### config.mk
export PLATFORM = sky130hd
export DESIGN_NAME = flash_state_gating_xip_crc
export DESIGN_NICKNAME = d
export VERILOG_FILES = /design/src/hdl/flash_gate_pkg.sv /design/src/hdl/flash_state_gating_xip_crc.sv
export SDC_FILE = /design/constraint.sdc
export NUM_CORES = 1
export LEC_CHECK = 0
export ABC_AREA = 1
export ABC_CLOCK_PERIOD_IN_PS = 23900
export BUFFER_PORTS_ARGS = -buffer_cell sky130_fd_sc_hd__clkbuf_2
export CORE_MARGIN = 2
export CORE_UTILIZATION = 39
export CTS_BUF_LIST = sky130_fd_sc_hd__clkbuf_2 sky130_fd_sc_hd__clkbuf_4 sky130_fd_sc_hd__clkbuf_8
export DETAILED_ROUTE_END_ITERATION = 16
export PLACE_DENSITY = 0.59
export SLEW_MARGIN = 20
export SYNTH_ARGS = -nofsm -noshare
export SYNTH_HDL_FRONTEND = slang
export SYNTH_HIERARCHICAL = 1
export SYNTH_SLANG_ARGS = --single-unit
### constraint.sdc
create_clock -name CORE_CLK_I -period 23.9 [get_ports CORE_CLK_I]
set_input_delay 7.17 -clock CORE_CLK_I [delete_from_list [all_inputs] [get_ports CORE_CLK_I]]
set_output_delay 7.17 -clock CORE_CLK_I [all_outputs]
set_load 0.01 [all_outputs]
### src/hdl/flash_gate_pkg.sv
// shared constants and types for the flash command front end
package flash_gate_pkg;
   // crc sequence codes
   localparam logic [7:0] OPC_IF_ACTIVATE = 8'h9b;
   localparam logic [7:0] SUB_CRC = 8'h27;
   localparam logic [7:0] OPT_RANGE = 8'hfe;
   localparam logic [7:0] OPT_WHOLE = 8'hff;
   localparam logic [7:0] OPC_RD_CRC_RES = 8'h96;
   // other opcodes: plain defaults, adjust to the part
   localparam logic [7:0] OPC_READ = 8'h03;
   localparam logic [7:0] OPC_FAST_READ = 8'h0b;
   localparam logic [7:0] OPC_RD_STATUS = 8'h05;
   localparam logic [7:0] OPC_RD_FLAG = 8'h70;
   localparam logic [7:0] OPC_PROGRAM = 8'h02;
   localparam logic [7:0] OPC_SECT_ERASE = 8'hd8;
   localparam logic [7:0] OPC_SUB_ERASE = 8'h20;
   localparam logic [7:0] OPC_WR_STATUS = 8'h01;
   localparam logic [7:0] OPC_WR_NVCFG = 8'hb1;
   localparam logic [7:0] OPC_PROG_OTP = 8'h42;
   localparam logic [7:0] OPC_BULK_ERASE = 8'hc7;
   localparam logic [7:0] OPC_WR_VCFG = 8'h81;
   localparam logic [7:0] OPC_WR_EVCFG = 8'h61;
   localparam logic [7:0] OPC_WR_EN = 8'h06;
   localparam logic [7:0] OPC_WR_DIS = 8'h04;
   localparam logic [7:0] OPC_CLR_FLAG = 8'h50;
   localparam logic [7:0] OPC_WR_LOCK = 8'he5;
   localparam logic [7:0] OPC_PROG_SUSP = 8'h75;
   localparam logic [7:0] OPC_ERASE_SUSP = 8'hb0;
   // crc sequence byte positions, counted from one
   localparam logic [4:0] SEQ_EXP_FIRST = 5'h04;
   localparam logic [4:0] SEQ_EXP_LAST = 5'h0b;
   localparam logic [4:0] SEQ_START_FIRST = 5'h0c;
   localparam logic [4:0] SEQ_START_LAST = 5'h0f;
   localparam logic [4:0] SEQ_STOP_FIRST = 5'h10;
   localparam logic [4:0] SEQ_STOP_LAST = 5'h13;
   // ecma generator, bit reversed for lsb-first feeding
   localparam logic [63:0] CRC_POLY_REFL = 64'hc96c5795d7870f42;
   localparam logic [63:0] CRC_INIT = 64'h0;
   // config fields and layout
   localparam int VCFG_XIP_BIT = 3;
   localparam logic [2:0] NVCFG_XIP_OFF = 3'h7;
   localparam int SECTOR_LSB = 16;
   localparam logic [1:0] ADDR_BYTES = 2'h3;
   localparam logic [1:0] PROTO_SINGLE = 2'h0;
   localparam logic [1:0] PROTO_DUAL = 2'h1;
   localparam logic [1:0] PROTO_QUAD = 2'h2;

   typedef enum logic [3:0] {
      ST_STANDBY = 4'b0001, ST_BUSY = 4'b0010, ST_SUSP = 4'b0100, ST_ERASE_SUSP = 4'b1000
   } dev_state_type;
   typedef enum logic [7:0] {
      CL_READ = 8'h01, CL_STATUS = 8'h02, CL_PROG = 8'h04, CL_ERASE = 8'h08,
      CL_WRITE_NV = 8'h10, CL_WRITE_V = 8'h20, CL_SUSPEND = 8'h40, CL_OTHER = 8'h80
   } op_class_type;
   typedef enum logic [5:0] {
      PH_OPC = 6'b000001, PH_ADDR = 6'b000010, PH_DUMMY = 6'b000100,
      PH_DATA = 6'b001000, PH_CRC = 6'b010000, PH_IGNORE = 6'b100000
   } phase_type;
   typedef struct packed {
      logic [7:0] opcode;
      logic [23:0] addr;
      op_class_type cls;
      dev_state_type state;
      logic accepted;
      logic data_unsure;
   } cmd_evt_type;
endpackage : flash_gate_pkg

### src/hdl/flash_state_gating_xip_crc.sv
// command front end: crc check sequence, state gating and execute-in-place control
// How it works
// - crc check opens with activation opcode, crc sub-command, then range or whole-device option
// - bytes four to eleven form the 64-bit expected crc, low byte first
// - bytes twelve to fifteen form the start address, low byte first
// - bytes sixteen to nineteen form the last address, low byte first
// - the check starts only on select rising after the final byte
// - one device state at a time; standby takes all but suspend
// - in erase suspend, program to the suspended sector is refused
// - array reads accepted in standby and suspends, refused while busy
// - reads into a suspended-erase sector are accepted but flagged unsure
// - status and flag status reads are accepted in every state
// - sector and subsector erase accepted only in standby
// - status, nonvolatile, otp writes and bulk erase only in standby
// - volatile writes, enables, flag clear, lock writes refused only while busy
// - suspend requests accepted only while busy: a program, erase or crc check runs
// - array program in standby and erase suspend, refused elsewhere
// - clearing volatile bit 3 then confirm zero in fast read enters xip
// - in xip each select frame starts with address, no opcode
// - confirm one leaves xip and sets volatile bit 3 again
// - nonvolatile bits 11 to 9 can start the device in xip
// - confirm bit is line zero on the first dummy clock
// - lines one to three are ignored on that dummy clock
// - reset pin low restores nonvolatile xip state, in quad only deselected
// - crc-64 ecma, lsb first, zero initial value
// - compare result drives the crc fail flag bit
// - result register cleared at start, loaded with crc only on failure
// - whole-device option ends the sequence after the expected crc
module flash_state_gating_xip_crc
   import flash_gate_pkg::*;
#(
   parameter int SECT_W = 8,
   parameter int FIFO_DEPTH = 8,
   parameter logic [31:0] DEV_LAST_ADDR = 32'h00ff_ffff
) (
   // clock, reset, enable
   input wire logic CORE_CLK_I,
   input wire logic SYS_RST_I,
   input wire logic CE_I,
   // serial link pins
   input wire logic SEL_N_I,
   input wire logic SCLK_I,
   input wire logic [3:0] IO_LINE_I,
   input wire logic RESET_PIN_N_I,
   // configuration and device state
   input wire logic [1:0] PROTO_WIDTH_I,
   input wire logic [2:0] NVCFG_XIP_I,
   input wire logic RESET_PIN_EN_I,
   input wire logic PE_ACTIVE_I,
   input wire logic PGM_SUSP_I,
   input wire logic SUB_ERASE_SUSP_I,
   input wire logic ERASE_SUSP_I,
   input wire logic [SECT_W-1:0] SUSP_SECTOR_I,
   // decoded command events
   output logic CMD_EVT_VALID_O,
   output cmd_evt_type CMD_EVT_O,
   // execute-in-place status
   output logic EXECUTE_IN_PLACE_O,
   output logic VCFG_XIP_N_O,
   // crc engine results
   output logic CRC_BUSY_O,
   output logic FLAG_CRC_FAIL_O,
   output logic [63:0] CRC_RESULT_REG_O,
   // array read stream for the crc engine
   output logic [31:0] ARRAY_ADDR_O,
   output logic ARRAY_ADDR_VALID_O,
   input wire logic ARRAY_ADDR_READY_I,
   input wire logic [7:0] ARRAY_DATA_I,
   input wire logic ARRAY_DATA_VALID_I,
   output logic ARRAY_DATA_READY_O
);
   initial begin
      if (SECT_W < 1 || SECT_W > 24 - SECTOR_LSB) $error("SECT_W out of range");
   end

   // one reflected crc-64 step over a byte, lsb first
   function automatic logic [63:0] crc_byte(input logic [63:0] c, input logic [7:0] d);
      logic [63:0] r;
      r = c;
      for (int i = 0; i < 8; i++) begin
         if (r[0] ^ d[i]) r = (r >> 1) ^ CRC_POLY_REFL;
         else r = r >> 1;
      end
      return r;
   endfunction : crc_byte

   function automatic op_class_type op_class(input logic [7:0] o);
      case (o)
         OPC_READ, OPC_FAST_READ: return CL_READ;
         OPC_RD_STATUS, OPC_RD_FLAG: return CL_STATUS;
         OPC_PROGRAM: return CL_PROG;
         OPC_SECT_ERASE, OPC_SUB_ERASE: return CL_ERASE;
         OPC_WR_STATUS, OPC_WR_NVCFG, OPC_PROG_OTP, OPC_BULK_ERASE: return CL_WRITE_NV;
         OPC_WR_VCFG, OPC_WR_EVCFG, OPC_WR_EN, OPC_WR_DIS, OPC_CLR_FLAG, OPC_WR_LOCK: return CL_WRITE_V;
         OPC_PROG_SUSP, OPC_ERASE_SUSP: return CL_SUSPEND;
         default: return CL_OTHER;
      endcase
   endfunction : op_class

   // permission per class and state; same_sect only matters in erase suspend
   function automatic logic op_allowed(input op_class_type c, input dev_state_type s, input logic same_sect);
      unique case (c)
         CL_READ: return s != ST_BUSY;
         CL_STATUS: return 1'b1;
         CL_PROG: return s == ST_STANDBY || (s == ST_ERASE_SUSP && !same_sect);
         CL_ERASE: return s == ST_STANDBY;
         CL_WRITE_NV: return s == ST_STANDBY;
         CL_WRITE_V: return s != ST_BUSY;
         CL_SUSPEND: return s == ST_BUSY;
         default: return 1'b1;
      endcase
   endfunction : op_allowed

   // two-flop capture of every pin; stage one feeds stage two only
   logic [6:0] pin_s1_r, pin_s2_r;
   logic sel_d_r, sclk_d_r;
   always_ff @(posedge CORE_CLK_I or posedge SYS_RST_I) begin
      if (SYS_RST_I) begin
         pin_s1_r <= 7'h61;
         pin_s2_r <= 7'h61;
         sel_d_r <= 1'b1;
         sclk_d_r <= 1'b0;
      end else if (CE_I) begin
         pin_s1_r <= {RESET_PIN_N_I, SEL_N_I, SCLK_I, IO_LINE_I};
         pin_s2_r <= pin_s1_r;
         sel_d_r <= pin_s2_r[5];
         sclk_d_r <= pin_s2_r[4];
      end
   end

   logic sel_low, sel_rise, clk_rise, rst_pin_low;
   logic [3:0] io_s;
   assign io_s = pin_s2_r[3:0];
   assign sel_low = !pin_s2_r[5];
   assign sel_rise = pin_s2_r[5] && !sel_d_r;
   assign clk_rise = CE_I && sel_low && pin_s2_r[4] && !sclk_d_r;
   assign rst_pin_low = RESET_PIN_EN_I && !pin_s2_r[6];

   // one operating state, busy wins over any suspend
   dev_state_type dev_state;
   logic crc_busy_r;
   always_comb begin
      if (PE_ACTIVE_I || crc_busy_r) dev_state = ST_BUSY;
      else if (ERASE_SUSP_I) dev_state = ST_ERASE_SUSP;
      else if (PGM_SUSP_I || SUB_ERASE_SUSP_I) dev_state = ST_SUSP;
      else dev_state = ST_STANDBY;
   end

   // bit assembly at the enabled width
   phase_type phase_r;
   logic [7:0] shift_r, byte_v, opcode_r;
   logic [2:0] bit_cnt_r;
   logic [3:0] step;
   logic byte_fire, xip_r, vcr3_r;
   always_comb begin
      unique case (PROTO_WIDTH_I)
         PROTO_DUAL: begin
            step = 4'h2;
            byte_v = {shift_r[5:0], io_s[1:0]};
         end
         PROTO_QUAD: begin
            step = 4'h4;
            byte_v = {shift_r[3:0], io_s};
         end
         default: begin
            step = 4'h1;
            byte_v = {shift_r[6:0], io_s[0]};
         end
      endcase
   end
   assign byte_fire = clk_rise && !(phase_r inside {PH_DUMMY, PH_IGNORE}) && ({1'b0, bit_cnt_r} + step == 4'h8);

   // frame decode
   logic [1:0] addr_cnt_r;
   logic [23:0] addr_r, addr_nxt;
   logic [4:0] seq_idx_r;
   logic crc_whole_r, crc_ok_r;
   logic [63:0] exp_r;
   logic [31:0] start_r, stop_r;
   op_class_type cls_now;
   logic same_sect, evt_fire, evt_ok, addr_done;
   assign addr_nxt = {addr_r[15:0], byte_v};
   assign addr_done = phase_r == PH_ADDR && byte_fire && addr_cnt_r == ADDR_BYTES - 2'h1;
   assign cls_now = xip_r && phase_r != PH_OPC ? CL_READ : op_class(phase_r == PH_OPC ? byte_v : opcode_r);
   assign same_sect = addr_nxt[SECTOR_LSB +: SECT_W] == SUSP_SECTOR_I;
   // opcode-only commands decide at the opcode, addressed ones once the address is in
   assign evt_fire = byte_fire && ((phase_r == PH_OPC && !(cls_now inside {CL_READ, CL_PROG, CL_ERASE}))
                                   || addr_done);
   assign evt_ok = op_allowed(cls_now, dev_state, same_sect);

   always_ff @(posedge CORE_CLK_I or posedge SYS_RST_I) begin
      if (SYS_RST_I) begin
         phase_r <= PH_OPC;
         shift_r <= 8'h00;
         bit_cnt_r <= 3'h0;
         opcode_r <= 8'h00;
         addr_cnt_r <= 2'h0;
         addr_r <= 24'h0;
      end else if (CE_I) begin
         if (!sel_low) begin
            phase_r <= xip_r ? PH_ADDR : PH_OPC;
            bit_cnt_r <= 3'h0;
            addr_cnt_r <= 2'h0;
            opcode_r <= xip_r ? OPC_FAST_READ : 8'h00;
         end else if (clk_rise && phase_r == PH_DUMMY) begin
            phase_r <= PH_IGNORE;
         end else if (clk_rise && phase_r != PH_IGNORE) begin
            shift_r <= byte_v;
            bit_cnt_r <= 3'(bit_cnt_r + step[2:0]);
            if (byte_fire) begin
               unique case (phase_r)
                  PH_OPC: begin
                     opcode_r <= byte_v;
                     if (byte_v == OPC_IF_ACTIVATE) phase_r <= PH_CRC;
                     else if (cls_now inside {CL_READ, CL_PROG, CL_ERASE}) phase_r <= PH_ADDR;
                     else if (byte_v == OPC_WR_VCFG && evt_ok) phase_r <= PH_DATA;
                     else phase_r <= PH_IGNORE;
                  end
                  PH_ADDR: begin
                     addr_r <= addr_nxt;
                     addr_cnt_r <= addr_cnt_r + 2'h1;
                     if (addr_done) phase_r <= opcode_r == OPC_FAST_READ && evt_ok ? PH_DUMMY : PH_IGNORE;
                  end
                  default: phase_r <= phase_r == PH_CRC ? PH_CRC : PH_IGNORE;
               endcase
            end
         end
      end
   end

   // crc sequence capture, byte index counted from the opcode
   always_ff @(posedge CORE_CLK_I or posedge SYS_RST_I) begin
      if (SYS_RST_I) begin
         seq_idx_r <= 5'h0;
         crc_ok_r <= 1'b0;
         crc_whole_r <= 1'b0;
         exp_r <= 64'h0;
         start_r <= 32'h0;
         stop_r <= 32'h0;
      end else if (CE_I) begin
         if (!sel_low) begin
            seq_idx_r <= 5'h0;
         end else if (byte_fire && phase_r == PH_OPC) begin
            seq_idx_r <= 5'h1;
            crc_ok_r <= byte_v == OPC_IF_ACTIVATE;
         end else if (byte_fire && phase_r == PH_CRC) begin
            seq_idx_r <= seq_idx_r == 5'h1f ? seq_idx_r : seq_idx_r + 5'h1;
            if (seq_idx_r == 5'h1 && byte_v != SUB_CRC) crc_ok_r <= 1'b0;
            if (seq_idx_r == 5'h2) begin
               crc_ok_r <= crc_ok_r && (byte_v == OPT_RANGE || byte_v == OPT_WHOLE);
               crc_whole_r <= byte_v == OPT_WHOLE;
            end
            if (seq_idx_r + 5'h1 >= SEQ_EXP_FIRST && seq_idx_r + 5'h1 <= SEQ_EXP_LAST)
               exp_r <= {byte_v, exp_r[63:8]};
            if (seq_idx_r + 5'h1 >= SEQ_START_FIRST && seq_idx_r + 5'h1 <= SEQ_START_LAST)
               start_r <= {byte_v, start_r[31:8]};
            if (seq_idx_r + 5'h1 >= SEQ_STOP_FIRST && seq_idx_r + 5'h1 <= SEQ_STOP_LAST)
               stop_r <= {byte_v, stop_r[31:8]};
         end
      end
   end

   // a frame with the right length arms the check at select release
   logic crc_go;
   assign crc_go = CE_I && sel_rise && crc_ok_r && dev_state == ST_STANDBY &&
                   seq_idx_r == (crc_whole_r ? SEQ_EXP_LAST : SEQ_STOP_LAST);

   // command events, registered for the array side
   always_ff @(posedge CORE_CLK_I or posedge SYS_RST_I) begin
      if (SYS_RST_I) begin
         CMD_EVT_VALID_O <= 1'b0;
         CMD_EVT_O <= '{opcode: 8'h00, addr: 24'h0, cls: CL_OTHER, state: ST_STANDBY,
                        accepted: 1'b0, data_unsure: 1'b0};
      end else if (CE_I) begin
         CMD_EVT_VALID_O <= evt_fire;
         if (evt_fire) begin
            CMD_EVT_O.opcode <= phase_r == PH_OPC ? byte_v : opcode_r;
            CMD_EVT_O.addr <= addr_done ? addr_nxt : 24'h0;
            CMD_EVT_O.cls <= cls_now;
            CMD_EVT_O.state <= dev_state;
            CMD_EVT_O.accepted <= evt_ok;
            CMD_EVT_O.data_unsure <= cls_now == CL_READ && dev_state == ST_ERASE_SUSP && same_sect;
         end
      end
   end

   // xip entry and exit; boot load after reset release, pin reset, confirm bit
   logic boot_r, xip_nv;
   assign xip_nv = NVCFG_XIP_I != NVCFG_XIP_OFF;
   always_ff @(posedge CORE_CLK_I or posedge SYS_RST_I) begin
      if (SYS_RST_I) begin
         boot_r <= 1'b1;
         xip_r <= 1'b0;
         vcr3_r <= 1'b1;
      end else if (CE_I) begin
         if (boot_r) begin
            boot_r <= 1'b0;
            xip_r <= xip_nv;
         end else if (rst_pin_low && (PROTO_WIDTH_I != PROTO_QUAD || !sel_low)) begin
            xip_r <= xip_nv;
            vcr3_r <= 1'b1;
         end else if (clk_rise && phase_r == PH_DUMMY) begin
            // only line zero counts; the other lines are don't care here
            if (io_s[0]) begin
               xip_r <= 1'b0;
               vcr3_r <= 1'b1;
            end else if (!vcr3_r) begin
               xip_r <= 1'b1;
            end
         end else if (byte_fire && phase_r == PH_DATA && opcode_r == OPC_WR_VCFG) begin
            vcr3_r <= byte_v[VCFG_XIP_BIT];
         end
      end
   end
   assign EXECUTE_IN_PLACE_O = xip_r;
   assign VCFG_XIP_N_O = vcr3_r;

   // crc engine: address requests out, data bytes back through the fifo
   logic [63:0] crc_r, res_r, crc_nxt;
   logic [31:0] req_addr_r, cur_r, last_r;
   logic req_done_r, fail_r, fifo_valid, pop;
   logic [7:0] fifo_data;
   assign crc_nxt = crc_byte(crc_r, fifo_data);
   assign pop = crc_busy_r && fifo_valid;
   always_ff @(posedge CORE_CLK_I or posedge SYS_RST_I) begin
      if (SYS_RST_I) begin
         crc_busy_r <= 1'b0;
         crc_r <= CRC_INIT;
         res_r <= 64'h0;
         fail_r <= 1'b0;
         req_addr_r <= 32'h0;
         cur_r <= 32'h0;
         last_r <= 32'h0;
         req_done_r <= 1'b1;
      end else if (CE_I) begin
         if (crc_go) begin
            crc_busy_r <= 1'b1;
            crc_r <= CRC_INIT;
            res_r <= 64'h0;
            fail_r <= 1'b0;
            req_addr_r <= crc_whole_r ? 32'h0 : start_r;
            cur_r <= crc_whole_r ? 32'h0 : start_r;
            last_r <= crc_whole_r ? DEV_LAST_ADDR : stop_r;
            req_done_r <= 1'b0;
         end else if (crc_busy_r) begin
            if (ARRAY_ADDR_VALID_O && ARRAY_ADDR_READY_I) begin
               req_addr_r <= req_addr_r + 32'h1;
               if (req_addr_r == last_r) req_done_r <= 1'b1;
            end
            if (pop) begin
               crc_r <= crc_nxt;
               cur_r <= cur_r + 32'h1;
               if (cur_r == last_r) begin
                  crc_busy_r <= 1'b0;
                  fail_r <= crc_nxt != exp_r;
                  if (crc_nxt != exp_r) res_r <= crc_nxt;
               end
            end
         end
      end
   end
   assign ARRAY_ADDR_O = req_addr_r;
   assign ARRAY_ADDR_VALID_O = crc_busy_r && !req_done_r;
   assign CRC_BUSY_O = crc_busy_r;
   assign FLAG_CRC_FAIL_O = fail_r;
   assign CRC_RESULT_REG_O = res_r;

   // returning array data buffered; the source stalls on a full fifo
   crc_byte_fifo #(.WIDTH(8), .DEPTH(FIFO_DEPTH)) u_fifo (
      .clk_i(CORE_CLK_I), .rst_i(SYS_RST_I), .en_i(CE_I),
      .in_data_i(ARRAY_DATA_I), .in_valid_i(ARRAY_DATA_VALID_I), .in_ready_o(ARRAY_DATA_READY_O),
      .out_data_o(fifo_data), .out_valid_o(fifo_valid), .out_ready_i(pop)
   );
endmodule : flash_state_gating_xip_crc

// byte fifo with valid/ready on both sides
module crc_byte_fifo #(
   parameter int WIDTH = 8,
   parameter int DEPTH = 8
) (
   input wire logic clk_i,
   input wire logic rst_i,
   input wire logic en_i,
   input wire logic [WIDTH-1:0] in_data_i,
   input wire logic in_valid_i,
   output logic in_ready_o,
   output logic [WIDTH-1:0] out_data_o,
   output logic out_valid_o,
   input wire logic out_ready_i
);
   localparam int AW = $clog2(DEPTH);
   initial begin
      if (DEPTH < 2 || (1 << AW) != DEPTH) $error("DEPTH must be a power of two");
   end
   logic [WIDTH-1:0] mem [DEPTH];
   logic [AW:0] wr_r, rd_r;
   assign in_ready_o = (wr_r - rd_r) != (AW + 1)'(DEPTH);
   assign out_valid_o = wr_r != rd_r;
   assign out_data_o = mem[rd_r[AW-1:0]];
   // pointers carry a wrap bit so full and empty differ
   always_ff @(posedge clk_i or posedge rst_i) begin
      if (rst_i) begin
         wr_r <= '0;
         rd_r <= '0;
      end else if (en_i) begin
         if (in_valid_i && in_ready_o) wr_r <= wr_r + 1'b1;
         if (out_valid_o && out_ready_i) rd_r <= rd_r + 1'b1;
      end
   end
   always_ff @(posedge clk_i) begin
      if (en_i && in_valid_i && in_ready_o) mem[wr_r[AW-1:0]] <= in_data_i;
   end
endmodule : crc_byte_fifo
==> flow_summary.json <==
{
  "status": "complete, no violations",
  "crit_chain": "clkbuf_2 > inv_1 > ha_1 > ha_1 > inv_1 > fa_1 > xor2_1 > nand3_1 > a21oi_1 > nand2_1 > inv_1 > nand3_1 > nand2_1 > nand2_4 > nand2_1 > o21ai_0",
  "grt_overflow": 0,
  "synth-edff-count": 64,
  "fp.dieArea_mm2": 0.0772,
  "detail-route-antenna-nets": 0,
  "drc_errors": 0,
  "crit_arrival_ps": 11310,
  "cts-htree-levels": 3,
  "first_pass_iters": 6,
  "final-setup-viol-count": 0,
  "ys_warn_count": 6,
  "start_util": 0.394,
  "core_area_mm2": 0.0743,
  "grtUsageTotal": 0.241,
  "post-cts-setup-buffers": 0,
  "netlist_area_mm2": 0.0293,
  "cts_resized": 0,
  "required_ps": 24420,
  "p_per_area_mw_per_mm2": 163,
  "clkTransAtPathRegs_ps": 60,
  "drtIter0Drc": 2150,
  "worstSkewPairLatency_ps": 730,
  "synthTopCellsByArea": "dfrtp_1 (40%), nand2_1 (16%), edfxtp_1 (6.6%)",
  "grt_max_degree": 112,
  "swShare": 0.541,
  "viasPerCell": 5.19,
  "ys_seq_area_frac": 0.475,
  "power.switching_mw": 2.92,
  "endpoint_kind": "flop",
  "grt_setup_unrepaired": "no",
  "crit_fanout": 63,
  "synth_top_cell_by_area": "dfrtp_1",
  "numCtsBuffers": 96,
  "worst_pin_slew_ps": 1110,
  "place.gp.congestion": 0.922,
  "slew_viol_final": 0,
  "clockPowerShare": 0.173,
  "async_flop_share": 0.882,
  "num_vias": 26100,
  "vdd_drop_max_v": 0.000176,
  "area_growth_pct": 12.9,
  "die_w_um": 278,
  "clock_sinks": 542,
  "p_int_mw": 2.48,
  "grt_pass1_wl_mm": 145,
  "core.rowCount": 100,
  "place.port_buffers": 186,
  "leakage_nw": 16.5,
  "period_share": 0.451,
  "avgSynthCellArea_um2": 7.62,
  "seqPwrFrac": 0.221,
  "stdcell_count": 5031,
  "clk_path_buf_depth": 3,
  "root_buffer": "clkbuf_8",
  "grt_pass1_vias": 24700,
  "ys_ff_latch": 542,
  "fmax_ghz": 0.0927,
  "synthCells": 3841,
  "netlist.area_leader.share": 0.398,
  "hold_violations": 0,
  "dp.cells": 4856,
  "wl_per_cell_um": 18.6,
  "layout-drive-gt1-share": 0.122,
  "synth_flop_cell": "dfrtp_1",
  "synth_nets": 3898,
  "critPathMaxStageDelay_ps": 760,
  "wl_mm": 93.8,
  "crit_slowest_cell": "nand3_1",
  "die_height_um": 278,
  "worstSetupPathType": "input pin to flop",
  "hpwl_mm": 65.0,
  "io_pins": 187,
  "tns_ps": 0,
  "p_comb_frac": 0.606,
  "fin_crit_ps": 10790,
  "ys_types": 58,
  "worst_clock_skew_ps": 55.4,
  "drv_cap": 0,
  "cts_tree": "done",
  "postCtsHoldBufs": 0,
  "worstSetupStartpointType": "input pin",
  "maxSlewHeadroom": 0.256,
  "antenna_found_initial": 1,
  "fin_nets": 4043,
  "hold_path.class": "flop to flop"
}
-- routing by layer --
metal / GRT usage / vias up / wire length, um
li1: - / 12800 / -
met1: 0.329 / 12300 / 40900
met2: 0.390 / 844 / 44000
met3: 0.0346 / 157 / 6290
met4: 0.0848 / 0 / 2660
met5: 0 / - / 0
-- cell families after synthesis --
family	count (synthesis)	synth area share
adder cells (fa/ha/maj)	19	0.00838
AND/OR/NAND/NOR	2012	0.289
flip-flops	542	0.475
AO/OA/AOI/OAI	532	0.100
XOR/XNOR	126	0.0385
multiplexers	24	0.00924
buffers and inverters	586	0.0796
-- flip-flops by register name, indices dropped and copies added (netlist names), 4 cells and up --
register / flops
ARRAY_ADDR_O: 32
CMD_EVT_O: 46
CRC_RESULT_REG_O: 64
addr_r: 16
crc_r: 64
cur_r: 32
exp_r: 64
last_r: 32
opcode_r: 8
phase_r: 6
pin_s1_r: 7
pin_s2_r: 7
seq_idx_r: 5
shift_r: 7
start_r: 32
stop_r: 32
u_fifo/mem: 64
u_fifo/rd_r: 4
u_fifo/wr_r: 4
-- area by class of cell --
cell class,count,area [um^2]
diodes,1,2.50
clock buffers,153,1900
clock inverters,20,166
fillers,7657,41300
inverters,420,1590
multi-input cells,2713,13100
flip-flops and latches,542,13900
well taps,969,1210
repair buffers,213,1150
-- path summary, 6_finish.rpt --
kind                       slack [ps]              endpoint        startpoint  cells after the start
max reg2reg                     16840  CRC_RESULT_REG_O[31]    u_fifo/rd_r[1]                     28
min reg2reg                       460           pin_s1_r[0]       pin_s1_r[0]                      2
max in group asynchronous       15180          bit_cnt_r[0]         SYS_RST_I                      4
max                             13110         CMD_EVT_O[28]  PROTO_WIDTH_I[0]                     16
min                               460           pin_s1_r[0]       pin_s1_r[0]                      2
min in group asynchronous        6510        u_fifo/wr_r[3]         SYS_RST_I                      2
-- metrics by stage --
step | setup slack [ps] | instance area, um^2 | power (mW) | utilization | hold slack [ps]
2_1_floorplan | 3640 | 29300 | 3.46 | - | 442
3_3_place_gp | 12240 | 30900 | 4.41 | 0.416 | 453
3_5_place_dp | 12150 | 30900 | 4.43 | 0.416 | 457
4_1_cts | 12890 | 33000 | 5.38 | 0.444 | 467
5_1_grt | 12730 | 33000 | 5.84 | 0.444 | 493
6_report | 13110 | 33000 | 5.40 | 0.444 | 465
-- cells in the final DEF, fill, tap and decap left out, drive strengths merged, types with 24 or more instances in the layout --
master | synthesis | final
nand2 | 1249 | 1249
dfrtp | 465 | 465
inv | 418 | 422
nand3 | 362 | 362
o21ai | 343 | 343
clkbuf | 104 | 339
nor2 | 282 | 282
xor2 | 99 | 99
edfxtp | 64 | 64
a31oi | 53 | 53
a21oi | 53 | 53
nand4 | 39 | 39
nor4 | 32 | 32
o22ai | 32 | 32
nor3 | 29 | 29
xnor2 | 27 | 27
buf | 62 | 27
mux2 | 24 | 24
-- synthesized netlist by cell type, drive strengths merged, types with 8 or more instances --
cell        n
a21oi      53
a22oi      10
a31oi      53
buf        62
clkbuf    104
dfrtp     465
dfstp      13
edfxtp     64
ha         18
inv       418
mux2       24
nand2    1249
nand3     362
nand4      39
nor2      282
nor3       29
nor4       32
o2111ai     8
o21ai     343
o22ai      32
o31ai       9
or2         9
xnor2      27
xor2       99
-- critical path, delay by kind of cell --
| kind | cells | cell delay, ps |
|---|---|---|
| xor+xnor | 1 | 210 |
| buf+inv | 4 | 480 |
| compound gates | 2 | 260 |
| fa+ha+maj | 3 | 1060 |
| simple gates | 6 | 2090 |
-- power groups by stage --
stage               logic, mW  registers [mW]  clock network, mW
floorplan                2.29            1.16                  0
global placement         3.20            1.21                  0
detailed placement       3.22            1.21                  0
CTS                      3.24            1.19              0.953
global route             3.64            1.21              0.992
finish                   3.27            1.19              0.932
Power figures use the tool's default switching activity.
